## src/hdl/flash_seq_pkg.sv

```systemverilog
// Constants shared by the flash program and erase sequencer
package flash_seq_pkg;

	// Clock rate of clk_sys
	localparam int CLK_MHZ = 125;

	// Device register byte addresses
	localparam logic [23:0] ADDR_CTRL   = 24'hFFFF40;
	localparam logic [23:0] ADDR_SEL_LO = 24'hFFFF42;
	localparam logic [23:0] ADDR_SEL_HI = 24'hFFFF43;
	localparam logic [23:0] ADDR_WDOG   = 24'hFFFFA8;

	// Control register bit positions
	localparam int BIT_PROG = 0;
	localparam int BIT_ERASE = 1;
	localparam int BIT_WCHK = 2;
	localparam int BIT_BCHK = 3;
	localparam int BIT_HV = 6;

	// Control register byte codes
	localparam logic [7:0] CTRL_OFF   = 8'h00;
	localparam logic [7:0] CTRL_HV    = 8'h01 << BIT_HV;
	localparam logic [7:0] CTRL_PROG  = CTRL_HV | (8'h01 << BIT_PROG);
	localparam logic [7:0] CTRL_ERASE = CTRL_HV | (8'h01 << BIT_ERASE);
	localparam logic [7:0] CTRL_WCHK  = CTRL_HV | (8'h01 << BIT_WCHK);
	localparam logic [7:0] CTRL_BCHK  = CTRL_HV | (8'h01 << BIT_BCHK);

	// Watchdog words and fixed data bytes
	localparam logic [15:0] WDOG_START = 16'hA579;
	localparam logic [15:0] WDOG_STOP  = 16'hA500;
	localparam logic [7:0]  BYTE_ZERO  = 8'h00;
	localparam logic [7:0]  BYTE_BLANK = 8'hFF;

	// Times in ns as printed, and derived cycle counts
	localparam int T_HV_NS = 5000;
	localparam int T_WCHK_NS = 4000;
	localparam int T_BCHK_NS = 4000;
	localparam int T_DUMMY_NS = 2000;
	localparam int T_PROG_MAX_NS = 15800;
	localparam int T_PROG_TOTAL_NS = 1000000;
	localparam int T_HV_CYC = (T_HV_NS * CLK_MHZ + 999) / 1000;
	localparam int T_WCHK_CYC = (T_WCHK_NS * CLK_MHZ + 999) / 1000;
	localparam int T_BCHK_CYC = (T_BCHK_NS * CLK_MHZ + 999) / 1000;
	localparam int T_DUMMY_CYC = (T_DUMMY_NS * CLK_MHZ + 999) / 1000;
	localparam int T_PROG_MAX_CYC = (T_PROG_MAX_NS * CLK_MHZ) / 1000;
	localparam int T_PROG_TOTAL_CYC = (T_PROG_TOTAL_NS * CLK_MHZ) / 1000;
	localparam int READ_SETTLE_CYC = 3;

	// Retry limits
	localparam int PV_MAX_TRIES = 6;
	localparam int ERASE_MAX_REPS = 602;

	// Timer width
	localparam int TMR_W = 20;

	// Software register byte offsets
	localparam logic [4:0] REG_CMD    = 5'h00;
	localparam logic [4:0] REG_START  = 5'h04;
	localparam logic [4:0] REG_END    = 5'h08;
	localparam logic [4:0] REG_DATA   = 5'h0C;
	localparam logic [4:0] REG_BLKSEL = 5'h10;
	localparam logic [4:0] REG_PPULSE = 5'h14;
	localparam logic [4:0] REG_EPULSE = 5'h18;
	localparam logic [4:0] REG_STATUS = 5'h1C;

	// Field positions and reset values
	localparam int CMD_GO = 0;
	localparam int CMD_ERASE = 1;
	localparam int ST_BUSY = 0;
	localparam int ST_DONE = 1;
	localparam int ST_ERR = 2;
	localparam logic [15:0] PPULSE_RST = 16'h0100;
	localparam logic [15:0] EPULSE_RST = 16'h1000;

endpackage

```

## src/hdl/seq_wait_timer.sv

```systemverilog
// Down-counting wait timer used for pulse lengths and settle waits
`timescale 1ns/1ps
`default_nettype none
module seq_wait_timer
	import flash_seq_pkg::*;
(
	// Clock and reset
	input  wire logic             clk_sys,
	input  wire logic             rst,
	// Load and expiry
	input  wire logic             load,
	input  wire logic [TMR_W-1:0] count,
	output wire logic             done
);

	logic [TMR_W-1:0] cnt_q;

	// Count lands on one exactly count-1 cycles after the load edge
	always_ff @(posedge clk_sys or posedge rst) begin
		if (rst) begin
			cnt_q <= '0;
		end else if (load) begin
			cnt_q <= count;
		end else if (cnt_q != '0) begin
			cnt_q <= cnt_q - 1'b1;
		end
	end

	assign done = (cnt_q == {{(TMR_W-1){1'b0}}, 1'b1}) && !load;

endmodule
`default_nettype wire

```

## src/hdl/flash_seq_ctrl.sv

```systemverilog
// Host sequencer that programs and erases the flash through its registers
`timescale 1ns/1ps
`default_nettype none
// Function
// - Clear program bit before setting write check
// - Wait 4 us before write-check read
// - Match advances, mismatch reprograms
// - At most six pulses, total within 1 ms
// - Double pulse length after each failure
// - Control codes 40, 41, 44, then 00
// - Watchdog started before pulse, stopped after
// - Prewrite zeros before any erase
// - High voltage, wait 5 us, selects, erase
// - Erase split into short timed pulses
// - Clear erase, set blank check, wait 4 us
// - Dummy FF write before each blank read
// - Wait 2 us after dummy write
// - Failure repeats erase, at most 602 times
// - First program pulse at most 15.8 us
module flash_seq_ctrl
	import flash_seq_pkg::*;
#(
	parameter int PROG_TOTAL_CYC = T_PROG_TOTAL_CYC
) (
	// Clock and reset
	input  wire logic        clk_sys,
	input  wire logic        rst,
	// Avalon-MM slave
	input  wire logic [4:0]  avs_address,
	input  wire logic        avs_read,
	input  wire logic        avs_write,
	input  wire logic [31:0] avs_writedata,
	input  wire logic [3:0]  avs_byteenable,
	output logic      [31:0] avs_readdata,
	output logic             avs_waitrequest,
	// Device bus
	output logic      [23:0] dev_addr,
	output logic      [15:0] dev_wdata,
	output logic             dev_wr,
	output logic             dev_word,
	output logic             dev_rd,
	input  wire logic [7:0]  dev_rdata
);

	typedef enum logic [21:0] {
		S_IDLE       = 22'h000001, S_HV_ON     = 22'h000002, S_HV_WAIT   = 22'h000004,
		S_SEL_LO     = 22'h000008, S_SEL_HI    = 22'h000010, S_LATCH     = 22'h000020,
		S_WD_ON      = 22'h000040, S_PULSE_ON  = 22'h000080, S_PULSE_WAIT = 22'h000100,
		S_PULSE_OFF  = 22'h000200, S_WD_OFF    = 22'h000400, S_VFY_ON    = 22'h000800,
		S_VFY_WAIT   = 22'h001000, S_DUMMY     = 22'h002000, S_DUMMY_WAIT = 22'h004000,
		S_READ       = 22'h008000, S_READ_WAIT = 22'h010000, S_CHECK     = 22'h020000,
		S_VFY_OFF    = 22'h040000, S_FIN_LO    = 22'h080000, S_FIN_HI    = 22'h100000,
		S_FIN_CTRL   = 22'h200000
	} state_e;

	state_e state_q;
	logic        wreq_q;
	logic [31:0] rdata_q;
	logic [23:0] dev_addr_q;
	logic [15:0] dev_wdata_q;
	logic        dev_wr_q, dev_word_q, dev_rd_q;
	logic [7:0]  rd_s1_q, rd_s2_q, rd_byte_q;
	logic        erase_op_q, prewr_q, done_q, err_q, ok_q;
	logic [23:0] start_q, end_q, addr_q;
	logic [7:0]  data_q;
	logic [15:0] blksel_q, ppulse_q, epulse_q;
	logic [TMR_W-1:0] pulse_len_q;
	logic [19:0] total_q;
	logic [3:0]  pulse_cnt_q;
	logic [9:0]  rep_q;
	logic        tmr_load;
	logic [TMR_W-1:0] tmr_count;
	logic        tmr_done;

	// Merge written byte lanes into a stored word
	function automatic logic [31:0] be_merge(input logic [31:0] old_v, input logic [31:0] new_v,
		input logic [3:0] be);
		logic [31:0] r;
		r = old_v;
		for (int i = 0; i < 4; i++) begin
			if (be[i]) begin
				r[8*i +: 8] = new_v[8*i +: 8];
			end
		end
		return r;
	endfunction

	////////////////////////////////////////////////////////////////////////////////
	// Avalon slave decode
	wire        acc      = (avs_read || avs_write) && !wreq_q;
	wire        wr_acc   = acc && avs_write && (state_q == S_IDLE);
	wire [31:0] wr_cmd   = be_merge(32'h0000_0000, avs_writedata, avs_byteenable);
	wire [31:0] wr_start = be_merge({8'h00, start_q}, avs_writedata, avs_byteenable);
	wire [31:0] wr_end   = be_merge({8'h00, end_q}, avs_writedata, avs_byteenable);
	wire [31:0] wr_data  = be_merge({24'h000000, data_q}, avs_writedata, avs_byteenable);
	wire [31:0] wr_blk   = be_merge({16'h0000, blksel_q}, avs_writedata, avs_byteenable);
	wire [31:0] wr_pp    = be_merge({16'h0000, ppulse_q}, avs_writedata, avs_byteenable);
	wire [31:0] wr_ep    = be_merge({16'h0000, epulse_q}, avs_writedata, avs_byteenable);
	wire        busy     = (state_q != S_IDLE);
	wire [31:0] status_w = {6'h00, rep_q, 4'h0, pulse_cnt_q, 5'h00, err_q, done_q, busy};
	wire [31:0] rd_mux   = (avs_address == REG_START)  ? {8'h00, start_q} :
	                       (avs_address == REG_END)    ? {8'h00, end_q} :
	                       (avs_address == REG_DATA)   ? {24'h000000, data_q} :
	                       (avs_address == REG_BLKSEL) ? {16'h0000, blksel_q} :
	                       (avs_address == REG_PPULSE) ? {16'h0000, ppulse_q} :
	                       (avs_address == REG_EPULSE) ? {16'h0000, epulse_q} :
	                       (avs_address == REG_STATUS) ? status_w : 32'h0000_0000;
	wire        go       = wr_acc && (avs_address == REG_CMD) && wr_cmd[CMD_GO];

	// One wait cycle then answer; config refused while busy
	always_ff @(posedge clk_sys or posedge rst) begin
		if (rst) begin
			wreq_q   <= 1'b1;
			rdata_q  <= 32'h0000_0000;
			start_q  <= 24'h000000;
			end_q    <= 24'h000000;
			data_q   <= 8'h00;
			blksel_q <= 16'h0000;
			ppulse_q <= PPULSE_RST;
			epulse_q <= EPULSE_RST;
		end else begin
			wreq_q  <= !((avs_read || avs_write) && wreq_q);
			rdata_q <= ((avs_read || avs_write) && wreq_q) ? rd_mux : rdata_q;
			if (wr_acc && avs_address == REG_START) start_q <= wr_start[23:0];
			if (wr_acc && avs_address == REG_END) end_q <= wr_end[23:0];
			if (wr_acc && avs_address == REG_DATA) data_q <= wr_data[7:0];
			if (wr_acc && avs_address == REG_BLKSEL) blksel_q <= wr_blk[15:0];
			if (wr_acc && avs_address == REG_PPULSE) ppulse_q <= wr_pp[15:0];
			if (wr_acc && avs_address == REG_EPULSE) epulse_q <= wr_ep[15:0];
		end
	end

	////////////////////////////////////////////////////////////////////////////////
	// Phase selection and derived values
	wire        is_ers   = erase_op_q && !prewr_q;
	wire [7:0]  pulse_cd = is_ers ? CTRL_ERASE : CTRL_PROG;
	wire [7:0]  vfy_cd   = is_ers ? CTRL_BCHK : CTRL_WCHK;
	wire [7:0]  expect_b = is_ers ? BYTE_BLANK : (erase_op_q ? BYTE_ZERO : data_q);
	wire        match    = (rd_byte_q == expect_b);
	wire [TMR_W-1:0] pp_max  = TMR_W'(T_PROG_MAX_CYC);
	wire [TMR_W-1:0] pp_raw  = {{(TMR_W-16){1'b0}}, ppulse_q};
	wire [TMR_W-1:0] pp_init = (pp_raw > pp_max) ? pp_max : ((pp_raw == '0) ? TMR_W'(1) : pp_raw);
	wire [TMR_W-1:0] ep_len  = (epulse_q == 16'h0000) ? TMR_W'(1) : {{(TMR_W-16){1'b0}}, epulse_q};
	wire [20:0] next_tot = {1'b0, total_q} + {pulse_len_q[19:0], 1'b0};
	wire        tot_over = next_tot > 21'(PROG_TOTAL_CYC);
	wire        last     = (addr_q == end_q);

	// Timer loads on entry to each timed wait
	assign tmr_load  = (state_q == S_HV_ON) || (state_q == S_PULSE_ON) || (state_q == S_VFY_ON) ||
	                   (state_q == S_DUMMY) || (state_q == S_READ);
	assign tmr_count = (state_q == S_HV_ON)    ? TMR_W'(T_HV_CYC) :
	                   (state_q == S_PULSE_ON) ? (is_ers ? ep_len : pulse_len_q) :
	                   (state_q == S_VFY_ON)   ? (is_ers ? TMR_W'(T_BCHK_CYC) : TMR_W'(T_WCHK_CYC)) :
	                   (state_q == S_DUMMY)    ? TMR_W'(T_DUMMY_CYC) : TMR_W'(READ_SETTLE_CYC);

	seq_wait_timer u_timer (
		.clk_sys (clk_sys),
		.rst     (rst),
		.load    (tmr_load),
		.count   (tmr_count),
		.done    (tmr_done)
	);

	// Read data pins pass two flops
	always_ff @(posedge clk_sys or posedge rst) begin
		if (rst) begin
			rd_s1_q <= 8'h00;
			rd_s2_q <= 8'h00;
		end else begin
			rd_s1_q <= dev_rdata;
			rd_s2_q <= rd_s1_q;
		end
	end

	////////////////////////////////////////////////////////////////////////////////
	// Sequencer; each write state issues one device write
	always_ff @(posedge clk_sys or posedge rst) begin
		if (rst) begin
			state_q <= S_IDLE;
			{dev_wr_q, dev_word_q, dev_rd_q} <= 3'b000;
			dev_addr_q <= 24'h000000;
			dev_wdata_q <= 16'h0000;
			{erase_op_q, prewr_q, done_q, err_q, ok_q} <= 5'b00000;
			addr_q <= 24'h000000;
			rd_byte_q <= 8'h00;
			pulse_len_q <= '0;
			total_q <= 20'h00000;
			pulse_cnt_q <= 4'h0;
			rep_q <= 10'h000;
		end else begin
			dev_wr_q <= 1'b0;
			dev_word_q <= 1'b0;
			case (state_q)
				S_IDLE: if (go) begin
					erase_op_q <= wr_cmd[CMD_ERASE];
					prewr_q <= wr_cmd[CMD_ERASE];
					addr_q <= start_q;
					{done_q, err_q} <= 2'b00;
					rep_q <= 10'h000;
					state_q <= S_HV_ON;
				end
				S_HV_ON: begin
					{dev_wr_q, dev_addr_q, dev_wdata_q} <= {1'b1, ADDR_CTRL, 8'h00, CTRL_HV};
					state_q <= S_HV_WAIT;
				end
				S_HV_WAIT: if (tmr_done) state_q <= S_SEL_LO;
				S_SEL_LO: begin
					{dev_wr_q, dev_addr_q, dev_wdata_q} <= {1'b1, ADDR_SEL_LO, 8'h00, blksel_q[7:0]};
					state_q <= S_SEL_HI;
				end
				S_SEL_HI: begin
					{dev_wr_q, dev_addr_q, dev_wdata_q} <= {1'b1, ADDR_SEL_HI, 8'h00, blksel_q[15:8]};
					state_q <= S_LATCH;
				end
				S_LATCH: begin
					{dev_wr_q, dev_addr_q, dev_wdata_q} <= {1'b1, addr_q, 8'h00, expect_b};
					pulse_len_q <= pp_init;
					total_q <= 20'h00000;
					pulse_cnt_q <= 4'h0;
					state_q <= S_WD_ON;
				end
				S_WD_ON: begin
					{dev_wr_q, dev_word_q, dev_addr_q, dev_wdata_q} <= {2'b11, ADDR_WDOG, WDOG_START};
					state_q <= S_PULSE_ON;
				end
				S_PULSE_ON: begin
					{dev_wr_q, dev_addr_q, dev_wdata_q} <= {1'b1, ADDR_CTRL, 8'h00, pulse_cd};
					if (is_ers) rep_q <= rep_q + 10'h001;
					else begin
						pulse_cnt_q <= pulse_cnt_q + 4'h1;
						total_q <= total_q + pulse_len_q[19:0];
					end
					state_q <= S_PULSE_WAIT;
				end
				S_PULSE_WAIT: if (tmr_done) state_q <= S_PULSE_OFF;
				S_PULSE_OFF: begin
					{dev_wr_q, dev_addr_q, dev_wdata_q} <= {1'b1, ADDR_CTRL, 8'h00, CTRL_HV};
					state_q <= S_WD_OFF;
				end
				S_WD_OFF: begin
					{dev_wr_q, dev_word_q, dev_addr_q, dev_wdata_q} <= {2'b11, ADDR_WDOG, WDOG_STOP};
					state_q <= S_VFY_ON;
				end
				S_VFY_ON: begin
					{dev_wr_q, dev_addr_q, dev_wdata_q} <= {1'b1, ADDR_CTRL, 8'h00, vfy_cd};
					state_q <= S_VFY_WAIT;
				end
				S_VFY_WAIT: if (tmr_done) state_q <= is_ers ? S_DUMMY : S_READ;
				S_DUMMY: begin
					{dev_wr_q, dev_addr_q, dev_wdata_q} <= {1'b1, addr_q, 8'h00, BYTE_BLANK};
					state_q <= S_DUMMY_WAIT;
				end
				S_DUMMY_WAIT: if (tmr_done) state_q <= S_READ;
				S_READ: begin
					{dev_rd_q, dev_addr_q} <= {1'b1, addr_q};
					state_q <= S_READ_WAIT;
				end
				S_READ_WAIT: if (tmr_done) begin
					dev_rd_q <= 1'b0;
					rd_byte_q <= rd_s2_q;
					state_q <= S_CHECK;
				end
				S_CHECK: begin
					ok_q <= match;
					if (is_ers && match && !last) begin
						addr_q <= addr_q + 24'h000001;
						state_q <= S_DUMMY;
					end else state_q <= S_VFY_OFF;
				end
				S_VFY_OFF: begin
					{dev_wr_q, dev_addr_q, dev_wdata_q} <= {1'b1, ADDR_CTRL, 8'h00, CTRL_HV};
					state_q <= S_WD_ON;
					if (is_ers) begin
						if (ok_q) state_q <= S_FIN_LO;
						else if (rep_q == 10'(ERASE_MAX_REPS)) begin
							err_q <= 1'b1;
							state_q <= S_FIN_LO;
						end
					end else if (ok_q) begin
						if (!erase_op_q) state_q <= S_FIN_LO;
						else if (last) begin
							{prewr_q, addr_q} <= {1'b0, start_q};
							state_q <= S_WD_ON;
						end else begin
							addr_q <= addr_q + 24'h000001;
							state_q <= S_LATCH;
						end
					end else if (pulse_cnt_q == 4'(PV_MAX_TRIES) || tot_over) begin
						err_q <= 1'b1;
						state_q <= S_FIN_LO;
					end else pulse_len_q <= {pulse_len_q[TMR_W-2:0], 1'b0};
				end
				S_FIN_LO: begin
					{dev_wr_q, dev_addr_q, dev_wdata_q} <= {1'b1, ADDR_SEL_LO, 16'h0000};
					state_q <= S_FIN_HI;
				end
				S_FIN_HI: begin
					{dev_wr_q, dev_addr_q, dev_wdata_q} <= {1'b1, ADDR_SEL_HI, 16'h0000};
					state_q <= S_FIN_CTRL;
				end
				S_FIN_CTRL: begin
					{dev_wr_q, dev_addr_q, dev_wdata_q} <= {1'b1, ADDR_CTRL, 8'h00, CTRL_OFF};
					done_q <= 1'b1;
					state_q <= S_IDLE;
				end
				default: state_q <= S_IDLE;
			endcase
		end
	end

	assign avs_waitrequest = wreq_q;
	assign avs_readdata = rdata_q;
	assign dev_addr = dev_addr_q;
	assign dev_wdata = dev_wdata_q;
	assign dev_wr = dev_wr_q;
	assign dev_word = dev_word_q;
	assign dev_rd = dev_rd_q;

	////////////////////////////////////////////////////////////////////////////////
	// Assertion helpers: last control code, watchdog, elapsed cycles
	wire ctrl_wr = dev_wr_q && (dev_addr_q == ADDR_CTRL);
	logic [7:0]  last_ctrl_q, last_wbyte_q;
	logic        wd_run_q;
	logic [16:0] since_ctrl_q, since_wr_q;

	always_ff @(posedge clk_sys or posedge rst) begin
		if (rst) begin
			{last_ctrl_q, last_wbyte_q, wd_run_q} <= {8'h00, 8'h00, 1'b0};
			{since_ctrl_q, since_wr_q} <= {17'h00000, 17'h00000};
		end else begin
			if (ctrl_wr) last_ctrl_q <= dev_wdata_q[7:0];
			if (dev_wr_q) last_wbyte_q <= dev_wdata_q[7:0];
			if (dev_wr_q && dev_word_q) wd_run_q <= (dev_wdata_q == WDOG_START);
			since_ctrl_q <= ctrl_wr ? 17'h00000 : (since_ctrl_q + {16'h0000, ~&since_ctrl_q});
			since_wr_q <= dev_wr_q ? 17'h00000 : (since_wr_q + {16'h0000, ~&since_wr_q});
		end
	end
endmodule
`default_nettype wire

```

## config.mk

```make
export PLATFORM = sky130hd
export DESIGN_NAME = flash_seq_ctrl
export DESIGN_NICKNAME = d
export VERILOG_FILES = /design/src/hdl/flash_seq_pkg.sv /design/src/hdl/seq_wait_timer.sv /design/src/hdl/flash_seq_ctrl.sv
export SDC_FILE = /design/constraint.sdc
export NUM_CORES = 1
export LEC_CHECK = 0
export ABC_AREA = 1
export BUFFER_PORTS_ARGS = -buffer_cell sky130_fd_sc_hd__buf_2
export CAP_MARGIN = 15
export CELL_PAD_IN_SITES_DETAIL_PLACEMENT = 0
export CELL_PAD_IN_SITES_GLOBAL_PLACEMENT = 2
export CORE_MARGIN = 3
export CORE_UTILIZATION = 39
export CTS_CLUSTER_SIZE = 20
export DETAILED_ROUTE_END_ITERATION = 8
export GPL_ROUTABILITY_DRIVEN = 0
export PLACE_DENSITY_LB_ADDON = 0.1
export SLEW_MARGIN = 40
export SYNTH_ARGS = -nofsm -noshare
export SYNTH_HDL_FRONTEND = slang
export SYNTH_HIERARCHICAL = 1
export SYNTH_SLANG_ARGS = --single-unit
```

## constraint.sdc

```tcl
create_clock -name clk_sys -period 18.15 [get_ports clk_sys]
set_input_delay 0.9075 -clock clk_sys [delete_from_list [all_inputs] [get_ports clk_sys]]
set_output_delay 0.9075 -clock clk_sys [all_outputs]
set_load 0.05 [all_outputs]
```

# Yosys cells after proc, flatten, opt, wreduce, memory -nomap -nowiden
# Index checks and enable logic that the tools add are counted.
# Widths: inputs -> output; s select.
[totals] output_inout_bits=76 input_bits=53 elab_cells=244 reg_bits=329
[classes] eq_ne=52 reduce_logical=73 n_addsub=6 n_mux=76 order_cmp=2
[ops] cell="$pmux 22 s21" n=1
[ops] cell="$mux 20" n=13
[ops] cell="$mux 26" n=7
[ops] cell="$mux 22" n=8
[ops] cell="$pmux 16 s10" n=1
[ops] cell="$mux 24" n=6
[ops] cell="$pmux 24 s5" n=1
[ops] cell="$pmux 20 s2" n=2
[ops] cell="$pmux 24 s3" n=1
[ops] cell="$mux 16" n=4
[ops] cell="$reduce_and 2->1" n=18
[ops] cell="$ne 2x2->1 const B" n=15
[ops] cell="$add 24x1->24 const B" n=1
[ops] cell="$eq 24x24->1" n=1
[ops] cell="$mux 8" n=3
[ops] cell="$eq 22x1->1 const B" n=1
[ops] cell="$eq 22x10->1 const B" n=1
[ops] cell="$eq 22x11->1 const B" n=1
[ops] cell="$eq 22x12->1 const B" n=1
[ops] cell="$eq 22x13->1 const B" n=1
[ops] cell="$eq 22x14->1 const B" n=1
[ops] cell="$eq 22x15->1 const B" n=1
[ops] cell="$eq 22x16->1 const B" n=1
[ops] cell="$eq 22x17->1 const B" n=1
[ops] cell="other kinds (58)" n=118

# Logic depth before layout (Yosys ltp)
[depth] depth_word=9 mapped_depth=21 ltp_nobuf=19

# Cells and area by module
# The synthesis kept the hierarchy.
[modules_own_cells] mod="flash_seq_ctrl" cells_each=2192 seq_area_each_um2=7412.1 area_each_um2=17030.1 instances=1
[modules_own_cells] mod="seq_wait_timer" cells_each=216 seq_area_each_um2=500.5 area_each_um2=1534.0 instances=1

# Worst setup path before layout
# Ideal clock, no wire load.
[synth_timing] kind="reg-to-reg" from="reg pulse_len_q[0]" to="reg pulse_len_q[1]" path_buffers=1 synth_period_minus_slack_ps=2494 path_stages_with_launch=18 arrival_ps=2370 setup_time_ps=124 setup_slack_ps=15656 required_time_ps=18026 path_cell_list="dfrtp_1 ha_1 fa_1 nand3_1 nand3_1 nand2_1 nand2_1 nand2_1 a21oi_1 nor2_1 nand2_1 nor2_1 nand3_1 nand2_2 nand2_4 buf_2 nand2_1 o21ai_1"
[synth_via] elab_chain_len=5 elab_cells_between_ends=9 cone_classes="add/sub: 1; order compare: 1; eq/ne: 1; mux: 4; reduce/logical: 2"
[synth_lines] item="start: declaration" line="flash_seq_ctrl.sv:67" source="logic [TMR_W-1:0] pulse_len_q;"
[synth_lines] item="start signal: assignment" line="flash_seq_ctrl.sv:217" source="pulse_len_q <= pp_init;"
[synth_lines] item="start signal: assignment" line="flash_seq_ctrl.sv:291" source="end else pulse_len_q <= {pulse_len_q[TMR_W-2:0], 1'b0};"
[synth_lines] item="$add 20x21->21" line="flash_seq_ctrl.sv:144" source="wire [20:0] next_tot = {1'b0, total_q} + {pulse_len_q[19:0], 1'b0};"
[synth_lines] item="$gt 21x17->1" line="flash_seq_ctrl.sv:145" source="wire tot_over = next_tot > 21'(PROG_TOTAL_CYC);"
[synth_lines] item="$logic_or 1x1->1" line="flash_seq_ctrl.sv:288" source="end else if (pulse_cnt_q == 4'(PV_MAX_TRIES) || tot_over) begin"
[synth_lines] item="$ne 2x2->1 (no line)"
[synth_lines] item="$reduce_and 4->1 (no line)"
# Several ways; a longest one is shown, not always the timed one. The select of a mux whose other input is x is not followed.
# A chain may end at the register's enable or synchronous reset.

# Worst setup path after layout
[layout_timing] from="reg erase_op_q" to="reg addr_q[15]"
[layout_via] elab_chain_len=7 elab_cells_between_ends=10 cone_classes="eq/ne: 4; mux: 2; reduce/logical: 4"
[layout_lines] item="start: declaration" line="flash_seq_ctrl.sv:63" source="logic erase_op_q, prewr_q, done_q, err_q, ok_q;"
[layout_lines] item="start signal: assignment" line="flash_seq_ctrl.sv:195" source="erase_op_q <= wr_cmd[CMD_ERASE];"
[layout_lines] item="$mux 8 or $logic_and 1x1->1 (tied branches)" line="flash_seq_ctrl.sv:138, flash_seq_ctrl.sv:135"
[layout_lines] item="$mux 8" line="flash_seq_ctrl.sv:138" source="wire [7:0] expect_b = is_ers ? BYTE_BLANK : (erase_op_q ? BYTE_ZERO : data_q);"
[layout_lines] item="$eq 8x8->1" line="flash_seq_ctrl.sv:139" source="wire match = (rd_byte_q == expect_b);"
[layout_lines] item="$logic_and 1x1->1 (2 in a row)" line="flash_seq_ctrl.sv:265" source="if (is_ers && match && !last) begin"
[layout_lines] item="$ne 2x2->1 (no line)"
[layout_lines] item="$reduce_and 6->1 (no line) *"
[layout_lines] item="end signal: assignment" line="flash_seq_ctrl.sv:266" source="addr_q <= addr_q + 24'h000001;"
[layout_lines] item="end signal: assignment" line="flash_seq_ctrl.sv:282" source="{prewr_q, addr_q} <= {1'b0, start_q};"
[layout_lines] item="end signal: assignment" line="flash_seq_ctrl.sv:285" source="addr_q <= addr_q + 24'h000001;"
[layout_lines] item="end: declaration" line="flash_seq_ctrl.sv:64" source="logic [23:0] start_q, end_q, addr_q;"
# Every way passes the cells marked *; elsewhere a longest branch is shown, timed or not.

==> flow_summary.yaml <==
run_status:
  status: "finished, final reports clean"
sta:
  fin_hold_ws_ns: 0.347
  final-setup-viol-count: 0
  fin_skew_ns: 0.0204
  worst_pin_slew_ns: 0.801
  setup_tns_ns: 0
  slew_headroom_pct: 46.4
  rsz0062_at_grt: "no"
  finalMaxSlewViolations: 0
  timing.fmax_mhz: 244
  hold_viol: 0
  finalCriticalPeriod_ns: 4.10
  fin_crit_sh_pct: 22.6
floorplanning:
  core.rowCount: 79
  die_h_um: 224
  io_pins: 129
  start_util_pct: 39.7
  dieArea_um2: 50300
  coreArea_um2: 46800
  chipWidth_um: 224
worst_setup_path:
  regToRegSetupSlack_ns: 14.05
  slowest_stage: "inv_2"
  crit_path_start_kind: "register"
  crit_buf_inv: 2
  critPathMaxFanout: 23
  cp.required_ns: 18.64
  cpPeakStageDelay_ns: 0.66
  r2r_start: "erase_op_q"
  rr_worst_depth: 12
  startpoint: "erase_op_q"
  worstPathArrival_ns: 4.59
  crit_type: "reg -> reg"
  crit_path_frequent_cell: "nand2_1"
  critical-path-top-delay-family: "simple AND/OR/NAND/NOR gates"
  r2r-end: "addr_q[15]"
  endpoint_kind: "register"
  cp_cell_sequence: "inv_2, nor2_1, a21oi_1, xor2_1, nand4_1, nor3b_2, nand3_1, nand2_1, nand4_2, inv_2, nand2_1, nand2_1"
synth:
  syn_avg_cell_area_um2: 7.71
  synth_commonest_cells: "nand2_1, dfrtp_1, inv_1"
  synth-edff-count: 0
  ys_warn_count: 6
  ys_ff_latch: 316
  syn_inst: 2408
  syn_area_um2: 18600
  synth.area.top_cells: "dfrtp_1, nand2_1, o21ai_0"
  synth_top_area_share_pct: 42.1
  synth_top_cell_by_area: "dfrtp_1"
  ys_types: 64
  seq_area_frac_synth_pct: 42.6
  synth_ff_type: "dfrtp_1"
  yosys.cell_count.top_type: "nand2_1"
  synth-async-reset-ratio_pct: 100
layout:
  drive_above_1_share_pct: 13.5
  num-nets-final: 2598
  fillers: 4820
  area_delta_synth_final_pct: 13.1
  diodes: 0
clocking:
  cts_resized: 0
  h-tree-depth: 2
  clkTransAtPathRegs_ns: 0.06
  cts_buffers: 39
  cts_tree: "built"
  worstSkewPairLatency_ns: 0.56
  cts_sinks: 316
  cts_buffer_depth: 3
  root_buffer: "clkbuf_16"
  postCtsSetupBuffers: 0
  cts_hold_buffers: 0
global_routing:
  overflow: 0
  antenna_found_initial: 1
  grt_pass1_wl_um: 96700
  grt_pass1_vias: 16100
  grtUsageTotal_pct: 24.9
  grt_max_degree: 134
detailed_routing:
  drt-total-wl_um: 62500
  drtIter0Drc: 1277
  ant_nets: 0
  drc: 0
  num_vias: 16600
  drt_pass1_iterations: 7
  drt-vias-per-instance: 5.30
  routedWlPerCell_um: 19.9
pwr:
  leakage_nw: 10.4
  pwr_density_cell_nw_per_um2: 101
  peakVddDrop_mv: 0.0721
min_path:
  min-delay-start: "rd_s1_q[2]"
  holdPathStages: 0
  hold_class: "reg -> reg"
  hold_end: "rd_s2_q[2]"
run:
  max_cap_violations: 0
placed_design:
  place_hpwl_um: 47800
  numPortBuffers: 109
[through the flow]
step           setup WS [ns]  utilization [%]  instance area (um^2)  std cells  total power [mW]
6_report               14.05             44.9                 21000       3133              2.12
5_1_grt                13.81             44.9                 21000       3133              2.23
4_1_cts                14.09             44.9                 21000       3133              2.14
3_5_place_dp           14.10             42.0                 19600       3063              1.29
3_3_place_gp           13.99             41.9                 19600       3061              1.28
2_1_floorplan           9.07                -                 18600       2417              1.17
[per-layer routing]
| metal | GRT usage (%) | vias up | share of wire (%) |
|---|---|---|---|
| met3 | 3.08 | 92 | 4.6 |
| met5 | 0 | - | 0.011 |
| met2 | 41.2 | 431 | 47 |
| met4 | 7.75 | 2 | 3.1 |
| met1 | 34.3 | 7970 | 45 |
| li1 | - | 8119 | - |
[placed cells by master, fill, tap and decap left out, drive strengths merged, types with 7 or more instances in the layout]
cell type  instances
nand2            664
dfrtp            312
inv              277
o21ai            254
nor2             214
nand3            127
buf              121
a21oi            113
clkbuf            53
xor2              46
ha                46
nand4             40
nor3              38
nor4              28
o22ai             25
xnor2             19
or2               19
o211ai            19
a221oi            18
nand3b            13
conb              10
clkinv             9
bufinv             7
[logic make-up (layout without fill, tap and decap cells)]
family / count (synthesis) / count (layout) / share of synthesized area, %
other cells: 1 / 10 / 0.0202
compound gates: 473 / 473 / 14.5
simple gates: 1145 / 1145 / 28.4
flops: 316 / 316 / 42.6
buf+inv: 360 / 469 / 8.05
xor+xnor: 65 / 65 / 3.07
fa+ha+maj: 48 / 48 / 3.32
[registers in the layout (all words and copies together) (netlist names), 10 cells and up]
| signal | cells |
|---|---|
| total_q | 20 |
| u_timer/cnt_q | 20 |
| blksel_q | 16 |
| pulse_len_q | 20 |
| start_q | 24 |
| addr_q | 24 |
| end_q | 24 |
| ppulse_q | 16 |
| rep_q | 10 |
| avs_readdata | 26 |
| state_q | 22 |
| dev_addr | 24 |
| epulse_q | 16 |
[how the worst max path moves through the flow]
stage                 end  cells after the start
3_5_place_dp   addr_q[15]                     12
6_report       addr_q[15]                     12
4_1_cts        addr_q[15]                     12
5_1_grt        addr_q[15]                     12
2_1_floorplan   addr_q[0]                      1
3_3_place_gp   addr_q[14]                     11
[power by group]
part	switching, mW	internal, mW	leakage, nW
Clock	0.320	0.524	0.670
Combinational	0.267	0.133	5.42
Sequential	0.0967	0.780	4.26
[area by class of cell]
class                      instances  area, um^2  share of cell area, %
clock buffer                      53        1100                   5.23
clock inverter                    17         269                   1.28
inverter                         278        1070                   5.08
multi-input combinational       1741        9220                   43.9
sequential                       316        7910                   37.7
tap                              607         759                   3.62
timing repair buffer             121         672                   3.20
(Power assumes the default switching activity.)
